$ cat src/hw/ett_defines.vh
// Register offsets, field positions, reset values and timing constants.
`ifndef ETT_DEFINES_VH
`define ETT_DEFINES_VH

// ----------------------------------------------------------------------
// Register word indices
// ----------------------------------------------------------------------
`define ETT_REG_CTRL      4'h0
`define ETT_REG_STATUS    4'h1
`define ETT_REG_THR_A     4'h2
`define ETT_REG_THR_B     4'h3
`define ETT_REG_AUX_PER   4'h4
`define ETT_REG_TEMP      4'h5
`define ETT_REG_COARSE_LO 4'h6
`define ETT_REG_COARSE_HI 4'h7

// ----------------------------------------------------------------------
// Control fields
// ----------------------------------------------------------------------
`define ETT_CTRL_RUN      0
`define ETT_CTRL_TRIG_ARM 1
`define ETT_CTRL_SYNC_ARM 2
`define ETT_CTRL_CAL      3
`define ETT_CTRL_EDGE_A   5:4
`define ETT_CTRL_EDGE_B   7:6
`define ETT_CTRL_RESET    8'h50

// ----------------------------------------------------------------------
// Status fields
// ----------------------------------------------------------------------
`define ETT_ST_RUNNING    0
`define ETT_ST_REF_EXT    1
`define ETT_ST_REF_10M    2
`define ETT_ST_PPS_SEEN   3
`define ETT_ST_SYNCED     4
`define ETT_ST_WRAP       5
`define ETT_ST_OVERRUN    6

// ----------------------------------------------------------------------
// Reset values and limits
// ----------------------------------------------------------------------
`define ETT_THR_RESET     12'h800
`define ETT_AUX_RESET     17'h00064
`define ETT_AUX_MIN       17'h00004
`define ETT_AUX_MAX       17'h186A0
`define ETT_COARSE_WRAP   46'h3701_98E6_8000

// ----------------------------------------------------------------------
// Stream record types
// ----------------------------------------------------------------------
`define ETT_TAG_A         2'h0
`define ETT_TAG_B         2'h1
`define ETT_TAG_TEMP      2'h2
`define ETT_TAG_WRAP      2'h3

// ----------------------------------------------------------------------
// Times
// ----------------------------------------------------------------------
`define ETT_CLK_PS        25000
`define ETT_COARSE_NS     10
`define ETT_DEAD_NS       40
`define ETT_REF_WIN_NS    1000

`endif

$ cat src/hw/ett_core.v
// Event time-tagger core: capture, time scale, stream and control.
// Overview of operation
// - Coarse counter advances in 10 ns units and forms the event time.
// - Interpolator phase code is captured with each event.
// - Both event inputs are ORed into one capture path.
// - After a capture further edges are ignored for two 25 ns clock cycles (50 ns).
// - Coarse and interpolator codes form one tag sent to the host.
// - Each tag carries an input marker; host resolves times to 1 ps.
// - Time scale wraps after 7 days; host then resynchronises.
// - Software selects the active edge of each event input.
// - Software programs the comparator threshold of each input.
// - The gate pin qualifies input B only, never input A.
// - An undriven gate pin leaves input B enabled.
// - A rising edge on the start pin starts the measurement.
// - A periodic output pulse has a software-set period.
// - Reference presence and 5 or 10 MHz are detected automatically.
// - Seconds pulse presence is detected and blinks an indicator.
// - Reference and seconds pulse align the time scale to UTC.
// - Calibration indicator blinks while calibration runs.
// - Tags stream without gaps; host must keep up.
// - Temperature readings are inserted into the stream.
// - Internal clock is locked to the external reference.
// - Gate low enables input B, gate high inhibits it.
// - Pulse period 40 ns to 1 ms in 10 ns steps.
// - Edge choice is positive, negative or both.
`timescale 1ns/1ps
`include "ett_defines.vh"
module ett_core
#(
  parameter PPS_TIMEOUT_CYC = 26'd60000000,
  parameter BLINK_CYC       = 26'd4000000,
  parameter TEMP_CYC        = 26'd40000000
)
(
  // Clock and reset
  input  wire        clk,
  input  wire        rstn,
  // Register port
  input  wire [3:0]  addr,
  input  wire [31:0] wdata,
  input  wire        wr,
  input  wire        rd,
  output reg  [31:0] rdata,
  // Pins
  input  wire        event_a_pin,
  input  wire        event_b_pin,
  input  wire        gate_pin,
  input  wire        external_start_pin,
  input  wire        ref_pin,
  input  wire        seconds_pulse_pin,
  output reg         aux_out,
  // Front end
  input  wire [11:0] interp_code,
  input  wire [11:0] temp_code,
  output reg  [11:0] thr_a,
  output reg  [11:0] thr_b,
  output reg         pll_ref_ext,
  output reg         pll_ref_10m,
  // Indicators
  output reg         led_ref,
  output reg         led_pps,
  output reg         led_cal,
  // Tag stream
  input  wire        tag_ready,
  output reg  [63:0] tag_data,
  output reg         tag_valid
);

  localparam integer DEAD_INT =
    (`ETT_DEAD_NS * 1000 + `ETT_CLK_PS - 1) / `ETT_CLK_PS;
  localparam integer REF_WIN_INT = `ETT_REF_WIN_NS * 1000 / `ETT_CLK_PS;
  localparam integer CLK_NS_INT  = `ETT_CLK_PS / 1000;
  localparam [1:0]  DEAD_CYC    = DEAD_INT[1:0];
  localparam [5:0]  REF_WIN_CYC = REF_WIN_INT[5:0];
  localparam [23:0] CLK_NS      = CLK_NS_INT[23:0];

  function [16:0] clamp_period;
    input [16:0] p;
    begin
      if (p < `ETT_AUX_MIN)
        clamp_period = `ETT_AUX_MIN;
      else if (p > `ETT_AUX_MAX)
        clamp_period = `ETT_AUX_MAX;
      else
        clamp_period = p;
    end
  endfunction

  function edge_hit;
    input [1:0] mode;
    input       r;
    input       f;
    begin
      edge_hit = (mode[0] & r) | (mode[1] & f);
    end
  endfunction

  wire        lvl_a;
  wire        rise_a;
  wire        fall_a;
  wire        lvl_b;
  wire        rise_b;
  wire        fall_b;
  wire        gate_lvl;
  wire        start_rise;
  wire        ref_rise;
  wire        pps_rise;

  reg  [7:0]  ctrl;
  reg  [16:0] aux_per;
  reg         running;
  reg         synced;
  reg         wrap_seen;
  reg         overrun;
  reg  [45:0] coarse;
  reg         half;
  reg  [1:0]  dead;
  reg  [23:0] aux_acc;
  reg  [5:0]  ref_win;
  reg  [3:0]  ref_cnt;
  reg  [25:0] pps_age;
  reg  [25:0] pps_blink;
  reg  [25:0] cal_cnt;
  reg  [25:0] temp_cnt;
  reg         temp_pend;

  reg  [45:0] next_coarse;
  reg         next_wrap;
  wire        hit_a;
  wire        hit_b;
  wire        hit;
  wire [23:0] per_ns;

  // ----------------------------------------------------------------------
  // Pin synchronisers
  // ----------------------------------------------------------------------
  ett_pin_sync u_sync_a (.clk(clk), .rstn(rstn), .pin(event_a_pin),
    .level(lvl_a), .rise(rise_a), .fall(fall_a));
  ett_pin_sync u_sync_b (.clk(clk), .rstn(rstn), .pin(event_b_pin),
    .level(lvl_b), .rise(rise_b), .fall(fall_b));
  ett_pin_sync u_sync_g (.clk(clk), .rstn(rstn), .pin(gate_pin),
    .level(gate_lvl), .rise(), .fall());
  ett_pin_sync u_sync_t (.clk(clk), .rstn(rstn), .pin(external_start_pin),
    .level(), .rise(start_rise), .fall());
  ett_pin_sync u_sync_r (.clk(clk), .rstn(rstn), .pin(ref_pin),
    .level(), .rise(ref_rise), .fall());
  ett_pin_sync u_sync_p (.clk(clk), .rstn(rstn), .pin(seconds_pulse_pin),
    .level(), .rise(pps_rise), .fall());

  // ----------------------------------------------------------------------
  // Event qualification
  // ----------------------------------------------------------------------
  // Input B is qualified by the gate level; A is never gated.
  assign hit_a = edge_hit(ctrl[`ETT_CTRL_EDGE_A], rise_a, fall_a);
  assign hit_b = edge_hit(ctrl[`ETT_CTRL_EDGE_B], rise_b, fall_b)
                 & ~gate_lvl;
  assign hit   = running && (dead == 2'h0) && (hit_a | hit_b);

  // ----------------------------------------------------------------------
  // Coarse time scale
  // ----------------------------------------------------------------------
  // A 25 ns clock adds 2 and 3 coarse steps alternately.
  always @*
  begin
    next_coarse = coarse + (half ? 46'h3 : 46'h2);
    next_wrap   = 1'b0;
    if (next_coarse >= `ETT_COARSE_WRAP)
    begin
      next_coarse = next_coarse - `ETT_COARSE_WRAP;
      next_wrap   = 1'b1;
    end
  end

  always @(posedge clk or negedge rstn)
  begin
    if (!rstn)
    begin
      coarse <= 46'h0;
      half   <= 1'b0;
      synced <= 1'b0;
    end
    else if (pps_rise && ctrl[`ETT_CTRL_SYNC_ARM])
    begin
      coarse <= 46'h0;
      half   <= 1'b0;
      synced <= 1'b1;
    end
    else
    begin
      coarse <= next_coarse;
      half   <= ~half;
      if (next_wrap)
        synced <= 1'b0;
    end
  end

  // ----------------------------------------------------------------------
  // Dead time and run control
  // ----------------------------------------------------------------------
  always @(posedge clk or negedge rstn)
  begin
    if (!rstn)
    begin
      dead    <= 2'h0;
      running <= 1'b0;
    end
    else
    begin
      if (hit)
        dead <= DEAD_CYC;
      else if (dead != 2'h0)
        dead <= dead - 2'h1;
      if (!ctrl[`ETT_CTRL_RUN])
        running <= 1'b0;
      else if (!ctrl[`ETT_CTRL_TRIG_ARM])
        running <= 1'b1;
      else if (start_rise)
        running <= 1'b1;
    end
  end

  // ----------------------------------------------------------------------
  // Tag stream
  // ----------------------------------------------------------------------
  // Events win the slot; a wrap record in the same cycle is dropped, temperature records follow.
  always @(posedge clk or negedge rstn)
  begin
    if (!rstn)
    begin
      tag_data  <= 64'h0;
      tag_valid <= 1'b0;
      temp_cnt  <= 26'h0;
      temp_pend <= 1'b0;
    end
    else
    begin
      tag_valid <= 1'b0;
      if (temp_cnt == TEMP_CYC - 26'h1)
        temp_cnt <= 26'h0;
      else
        temp_cnt <= temp_cnt + 26'h1;
      if (temp_cnt == TEMP_CYC - 26'h1)
        temp_pend <= 1'b1;
      if (hit)
      begin
        tag_valid <= 1'b1;
        tag_data  <= {(hit_a ? `ETT_TAG_A : `ETT_TAG_B),
                      hit_a & hit_b, 3'h0, coarse, interp_code};
      end
      else if (next_wrap)
      begin
        tag_valid <= 1'b1;
        tag_data  <= {`ETT_TAG_WRAP, 4'h0, 46'h0, 12'h0};
      end
      else if (temp_pend)
      begin
        tag_valid <= 1'b1;
        tag_data  <= {`ETT_TAG_TEMP, 4'h0, coarse, temp_code};
        temp_pend <= 1'b0;
      end
    end
  end

  // ----------------------------------------------------------------------
  // Periodic output
  // ----------------------------------------------------------------------
  assign per_ns = {7'h0, aux_per} * 24'd10;

  always @(posedge clk or negedge rstn)
  begin
    if (!rstn)
    begin
      aux_acc <= 24'h0;
      aux_out <= 1'b0;
    end
    else if (aux_acc + CLK_NS >= per_ns)
    begin
      aux_acc <= aux_acc + CLK_NS - per_ns;
      aux_out <= 1'b1;
    end
    else
    begin
      aux_acc <= aux_acc + CLK_NS;
      aux_out <= 1'b0;
    end
  end

  // ----------------------------------------------------------------------
  // Reference detection
  // ----------------------------------------------------------------------
  // Edges in a 1 us window: 10 MHz gives about 10, 5 MHz about 5.
  always @(posedge clk or negedge rstn)
  begin
    if (!rstn)
    begin
      ref_win     <= 6'h0;
      ref_cnt     <= 4'h0;
      pll_ref_ext <= 1'b0;
      pll_ref_10m <= 1'b0;
      led_ref     <= 1'b0;
    end
    else if (ref_win == REF_WIN_CYC - 6'h1)
    begin
      ref_win     <= 6'h0;
      ref_cnt     <= 4'h0;
      pll_ref_ext <= ref_cnt >= 4'h3;
      pll_ref_10m <= ref_cnt >= 4'h8;
      led_ref     <= ref_cnt >= 4'h3;
    end
    else
    begin
      ref_win <= ref_win + 6'h1;
      if (ref_rise && ref_cnt != 4'hF)
        ref_cnt <= ref_cnt + 4'h1;
    end
  end

  // ----------------------------------------------------------------------
  // Seconds pulse and calibration indicators
  // ----------------------------------------------------------------------
  always @(posedge clk or negedge rstn)
  begin
    if (!rstn)
    begin
      pps_age   <= PPS_TIMEOUT_CYC;
      pps_blink <= 26'h0;
      led_pps   <= 1'b0;
      cal_cnt   <= 26'h0;
      led_cal   <= 1'b0;
    end
    else
    begin
      if (pps_rise)
      begin
        pps_age   <= 26'h0;
        pps_blink <= BLINK_CYC;
      end
      else
      begin
        if (pps_age != PPS_TIMEOUT_CYC)
          pps_age <= pps_age + 26'h1;
        if (pps_blink != 26'h0)
          pps_blink <= pps_blink - 26'h1;
      end
      led_pps <= (pps_blink != 26'h0) && (pps_age != PPS_TIMEOUT_CYC);
      if (!ctrl[`ETT_CTRL_CAL])
      begin
        cal_cnt <= 26'h0;
        led_cal <= 1'b0;
      end
      else if (cal_cnt == BLINK_CYC - 26'h1)
      begin
        cal_cnt <= 26'h0;
        led_cal <= ~led_cal;
      end
      else
        cal_cnt <= cal_cnt + 26'h1;
    end
  end

  // ----------------------------------------------------------------------
  // Register writes
  // ----------------------------------------------------------------------
  always @(posedge clk or negedge rstn)
  begin
    if (!rstn)
    begin
      ctrl      <= `ETT_CTRL_RESET;
      thr_a     <= `ETT_THR_RESET;
      thr_b     <= `ETT_THR_RESET;
      aux_per   <= `ETT_AUX_RESET;
      wrap_seen <= 1'b0;
      overrun   <= 1'b0;
    end
    else
    begin
      if (wr && addr == `ETT_REG_CTRL)
        ctrl <= wdata[7:0];
      if (wr && addr == `ETT_REG_THR_A)
        thr_a <= wdata[11:0];
      if (wr && addr == `ETT_REG_THR_B)
        thr_b <= wdata[11:0];
      if (wr && addr == `ETT_REG_AUX_PER)
        aux_per <= clamp_period(wdata[16:0]);
      if (next_wrap)
        wrap_seen <= 1'b1;
      else if (wr && addr == `ETT_REG_STATUS && wdata[`ETT_ST_WRAP])
        wrap_seen <= 1'b0;
      if (tag_valid && !tag_ready)
        overrun <= 1'b1;
      else if (wr && addr == `ETT_REG_STATUS && wdata[`ETT_ST_OVERRUN])
        overrun <= 1'b0;
    end
  end

  // ----------------------------------------------------------------------
  // Register reads
  // ----------------------------------------------------------------------
  always @(posedge clk or negedge rstn)
  begin
    if (!rstn)
      rdata <= 32'h0;
    else if (!rd)
      rdata <= 32'h0;
    else
    begin
      case (addr)
        `ETT_REG_CTRL:      rdata <= {24'h0, ctrl};
        `ETT_REG_STATUS:    rdata <= {25'h0, overrun, wrap_seen, synced,
                                      pps_age != PPS_TIMEOUT_CYC,
                                      pll_ref_10m, pll_ref_ext, running};
        `ETT_REG_THR_A:     rdata <= {20'h0, thr_a};
        `ETT_REG_THR_B:     rdata <= {20'h0, thr_b};
        `ETT_REG_AUX_PER:   rdata <= {15'h0, aux_per};
        `ETT_REG_TEMP:      rdata <= {20'h0, temp_code};
        `ETT_REG_COARSE_LO: rdata <= coarse[31:0];
        `ETT_REG_COARSE_HI: rdata <= {18'h0, coarse[45:32]};
        default:            rdata <= 32'h0;
      endcase
    end
  end

endmodule

$ cat src/hw/ett_pin_sync.v
// Three-stage pin synchroniser with agreement filter and edge pulses.
`timescale 1ns/1ps
module ett_pin_sync
(
  // Clock and reset
  input  wire clk,
  input  wire rstn,
  // Pin
  input  wire pin,
  // Filtered level and edges
  output reg  level,
  output reg  rise,
  output reg  fall
);

  reg s1;
  reg s2;
  reg s3;

  // ----------------------------------------------------------------------
  // Sampling and filtering
  // ----------------------------------------------------------------------
  always @(posedge clk or negedge rstn)
  begin
    if (!rstn)
    begin
      s1    <= 1'b0;
      s2    <= 1'b0;
      s3    <= 1'b0;
      level <= 1'b0;
      rise  <= 1'b0;
      fall  <= 1'b0;
    end
    else
    begin
      s1    <= pin;
      s2    <= s1;
      s3    <= s2;
      rise  <= (s2 == s3) && s3 && !level;
      fall  <= (s2 == s3) && !s3 && level;
      if (s2 == s3)
        level <= s3;
    end
  end

endmodule

$ cat config.mk
export PLATFORM = sky130hd
export DESIGN_NAME = ett_core
export DESIGN_NICKNAME = d
export VERILOG_FILES = /design/src/hw/ett_core.v /design/src/hw/ett_pin_sync.v
export VERILOG_INCLUDE_DIRS = /design/src /design/src/hw
export SDC_FILE = /design/constraint.sdc
export NUM_CORES = 1
export LEC_CHECK = 0
export ABC_AREA = 1
export BUFFER_PORTS_ARGS = -buffer_cell sky130_fd_sc_hd__buf_2
export CELL_PAD_IN_SITES_DETAIL_PLACEMENT = 0
export CELL_PAD_IN_SITES_GLOBAL_PLACEMENT = 1
export CORE_MARGIN = 2
export CORE_UTILIZATION = 46
export DETAILED_ROUTE_END_ITERATION = 10
export GPL_TIMING_DRIVEN = 0
export PLACE_DENSITY = 0.79
export SYNTH_ARGS = -nofsm -noshare
export SYNTH_HDL_FRONTEND = slang
export SYNTH_HIERARCHICAL = 1
export SYNTH_SLANG_ARGS = --single-unit
export TNS_END_PERCENT = 1
$ cat constraint.sdc
create_clock -name clk -period 7.1 [get_ports clk]
set_clock_uncertainty 0.05 [all_clocks]
set_input_delay 0.71 -clock clk [delete_from_list [all_inputs] [get_ports clk]]
set_output_delay 0.71 -clock clk [all_outputs]
set_load 0.02 [all_outputs]
== After elaboration in Yosys (flattened, before gate mapping) ==
Cells that the tools add are included.
Cells by class
  multipliers: 1
  order comparisons: 6
  reduce and logical (&&, ||, !) cells: 47
  $add $sub $neg: 11
  bitwise gates (word level): 12
  muxes and demuxes: 45
  eq/ne operators: 20
Operator list (count)
  $pmux 32 s8: 1
  $mux 64: 3
  $mux 26: 7
  $mux 46: 2
  $add 26x1->26 const B: 3
  $add 46x2->46: 1
  $ge 46x46->1 const B: 1
  $sub 46x46->46 const B: 1
  $mux 17: 2
  $mux 32: 1
  $logic_and 1x1->1: 27
  $eq 26x22->1 const B: 1
  $eq 26x26->1 const B: 1
  $ne 26x26->1 const B: 1
  $reduce_bool 26->1: 1
  $sub 26x1->26 const B: 1
  $add 24x5->24 const B: 1
  $ge 24x21->1: 1
  $mux 24: 1
  $sub 24x21->24: 1
  $mux 1: 23
  $mul 17x3->20 const B: 1
  $gt 17x17->1 const B: 1
  $lt 17x3->1 const B: 1
  other kinds (24): 58
Storage, ports and cells
  register bits: 374
  input bits: 71
  logic and storage cells: 200

== Depth between registers and ports, before layout ==
  word-level depth: 6
  depth in mapped cells: 25
  gate-level depth less buffers: 24

== Cells and area by module ==
Netlist, hierarchy kept.
Modules (own cells, without submodules)
  ett_core: area an instance 20528.4 um2, instances 1, cells each 2838
  ett_pin_sync: area an instance 212.7 um2, instances 6, cells each 18

== Worst setup path before layout ==
No wires, ideal clock.
  kind: register -> register
  start: reg aux_per[5]
  end: reg aux_acc[15]
  clock period less this slack: 4.159 ns
  arrival time: 3.981 ns
  buffers on the path: 1
  library setup time: 0.129 ns
  required time: 6.921 ns
  slack: 2.941 ns
  stages on the path, launching flop included: 23
  cell sequence: dfstp_2 -> ha_1 -> ha_1 -> inv_1 -> nor3_1 -> a21oi_1 -> o21ai_0 -> a21oi_1 -> o21ai_0 -> nand2_1 -> a21oi_1 -> xor2_1 -> ha_1 -> nand2_1 -> nor4_1 -> nand3_1 -> nand4_1 -> nand2_1 -> nand2_2 -> inv_1 -> buf_2 -> nand2_1 -> o21ai_0
Between the ends
  cells in the longest elaborated chain, start to end: 3
  elaborated cells on any way between the ends: 4
  classes of those cells: add/sub (1); mul (1); order compare (1); mux (1)
RTL lines
  from (decl): line ett_core.v:110  | reg [16:0] aux_per;
  from (signal assigned): line ett_core.v:371  | aux_per <= `ETT_AUX_RESET;
  from (signal assigned): line ett_core.v:384  | aux_per <= clamp_period(wdata[16:0]);
  $mul 17x3->20 (*): line ett_core.v:267  | assign per_ns = {7'h0, aux_per} * 24'd10;
  $sub 24x21->24 / $ge 24x21->1 (equally long branches): line ett_core.v:278, ett_core.v:276
  $mux 24 (*): line ett_core.v:276  | else if (aux_acc + CLK_NS >= per_ns)
  to (signal assigned): line ett_core.v:278  | aux_acc <= aux_acc + CLK_NS - per_ns;
  to (signal assigned): line ett_core.v:283  | aux_acc <= aux_acc + CLK_NS;
  to (decl): line ett_core.v:118  | reg [23:0] aux_acc;
Mark *: on every way between the ends. The rest lies on a longest branch, timed or not.
A chain may end at the register's enable or synchronous reset.

== Worst setup path in the final report ==
  start: reg aux_per[5]
  end: reg aux_acc[18]
The elaborated chain is that of the path after synthesis.

==> results.cfg <==
[critical_path]
rrSetupSlack_ns = 2.09
critPathLaunchType = flop
cpLargestDelayFamily = simple AND/OR/NAND/NOR gates
crit_slowest_cell = dfstp_2
rr_worst_depth = 20
worstPathRequired_ns = 7.49
slowest_delay_ns = 0.59
rr_endpoint = aux_acc[18]
r2r_start = aux_per[5]
crit_type = flop to flop
arrival_ns = 5.41
crit_buf_inv = 2
crit_fanout = 10
endpoint_kind = flop
cp_cell_sequence = ha_1 -> ha_1 -> inv_1 -> nor3_1 -> a21oi_1 -> o21ai_0 -> a21oi_1 -> o21ai_0 -> nand2_1 -> a21oi_1 -> xor2_1 -> ha_1 -> nand2_1 -> nor4_1 -> nand3_1 -> nand4_1 -> nand2_1 -> nand2_2 -> clkbuf_1 -> o21ai_0

[placed_design]
placed_area_mm2 = 0.0234
gp_congestion = 0.948
port_buffers = 179
hpwl_mm = 53.9

[power_and_ir_drop]
internal-power_mw = 4.98
power_frac_seq = 0.337
ir_worst_vdd_mv = 0.272
powerDensity_mw_per_mm2 = 326
p_sw_mw = 3.14
p_sw_frac = 0.387
clockPowerShare = 0.289
p_leak_nw = 12.4
p_comb_frac = 0.374

[clocking]
cts_buffers = 44
cts_tree = built
clock_insertion_delay_worst_skew_ns = 0.59
cts_sinks = 371
cts.path.max_buffers = 3
htree_levels = 2
cts_setup_buffers = 0
cts_hold_buf = 0
post_cts_resized = 0
clk_pin_slew_ns = 0.06
cts-root-buf = clkbuf_16

[route]
drt_wl_total_mm = 69.2
ant_nets = 0
vias = 20600
highest_layer = met4
dr.pass1.iters = 5
drtIter0Drc = 1610
wl_met2_mm = 31.4
m1WireLength_mm = 31.5
avgRoutedWirePerCell_um = 18.2
drc_errors = 0
met3_length_mm = 4.20
vias_per_cell = 5.42

[grt]
overflow = 0
grt_pass1_vias = 20000
grt_util_all_layers = 0.282
grt_start_max_net_pins = 120
antenna_found_initial = 0
grt_pass1_wl_mm = 110

[die]
io_pins = 198
initial_utilization = 0.466
die_y_um = 221
core_mm2 = 0.0465
die_w_um = 221
die-area_mm2 = 0.0488
row_count = 79

[finish]
layout.nets = 3309
syn2layout_area_growth_pct = 15.1
drive_gt1_frac = 0.111
fin_util = 0.536
antennaDiodeCount = 0
mostFrequentLayoutCell = nand2_1
final_area_mm2 = 0.0249
layout_common_cells = 793 x nand2_1, 356 x inv_1, 354 x dfrtp_1, 353 x nor2_1, 185 x buf_2

[synthesis]
syn_inst = 2930
syn_area_mm2 = 0.0216
ys_warn_count = 6
synth_area_per_cell_um2 = 7.38

[timing]
fin_crit_sh = 0.706
finalSetupViolCount = 0
fin_crit_ns = 5.01
final_max_slew_viol_count = 0
tightest_slew_ns = 1.18
hold_viol_final = 0
fmax_mhz = 199
rsz0062_at_grt = false
relSlewSlack = 0.209

[flow_run]
drv_cap = 0

[status]
outcome = finished, final reports clean

[hold_path]
hp-class = input port to async pin
## layer usage
| metal | global-route usage | up-vias |
|---|---|---|
| li1 | - | 10000 |
| met4 | 0.0844 | 0 |
| met2 | 0.452 | 569 |
| met3 | 0.0413 | 125 |
| met5 | 0 | - |
| met1 | 0.396 | 9912 |
## per-stage QoR
stage	worst slack, ns	TNS (ns)	total power [mW]	hold WS, ns	instances
2_1_floorplan	2.94	0	4.93	0.281	2932
3_3_place_gp	-2.09	-724.10	5.73	0.282	3718
3_5_place_dp	2.03	0	5.79	0.286	3721
4_1_cts	2.01	0	8.16	0.0281	3803
5_1_grt	1.61	0	8.71	0.0455	3803
6_report	2.09	0	8.12	0.00806	3803
## worst max-delay path by stage
stage / start / to / slack (ns) / cells past startpoint
after detailed placement: aux_per[5] / aux_acc[18] / 2.03 / 20
after CTS: aux_per[5] / aux_acc[18] / 2.01 / 20
after floorplan: aux_per[5] / aux_acc[15] / 2.94 / 22
after global placement: rstn / rdata[29] / -2.09 / 1
after global routing: aux_per[5] / aux_acc[18] / 1.61 / 20
final: aux_per[5] / aux_acc[18] / 2.09 / 20
## power groups by stage
| stage | sequential (mW) | clock [mW] | combinational [mW] |
|---|---|---|---|
| floorplan | 2.79 | 0 | 2.14 |
| detailed placement | 2.77 | 0 | 3.02 |
| finish | 2.74 | 2.34 | 3.03 |
| global route | 2.77 | 2.48 | 3.47 |
| CTS | 2.73 | 2.39 | 3.04 |
| global placement | 2.76 | 0 | 2.97 |
## state kept, by name, indices dropped and copies added, names as in the netlist, 17 cells and up
register	cells
rdata	32
temp_cnt	26
aux_acc	24
aux_per	17
tag_data	61
coarse	46
pps_blink	26
pps_age	26
cal_cnt	26
## cell type report
class,count,area [um2]
Tap cell,607,759
Clock buffer,66,1310
Buffer,70,365
Clock inverter,16,199
Timing Repair Buffer,182,988
Inverter,376,1410
Fill cell,4616,21600
Multi-Input combinational cell,2115,10600
Sequential cell,371,9310
Note: power is estimated with default switching activity, not from simulation.
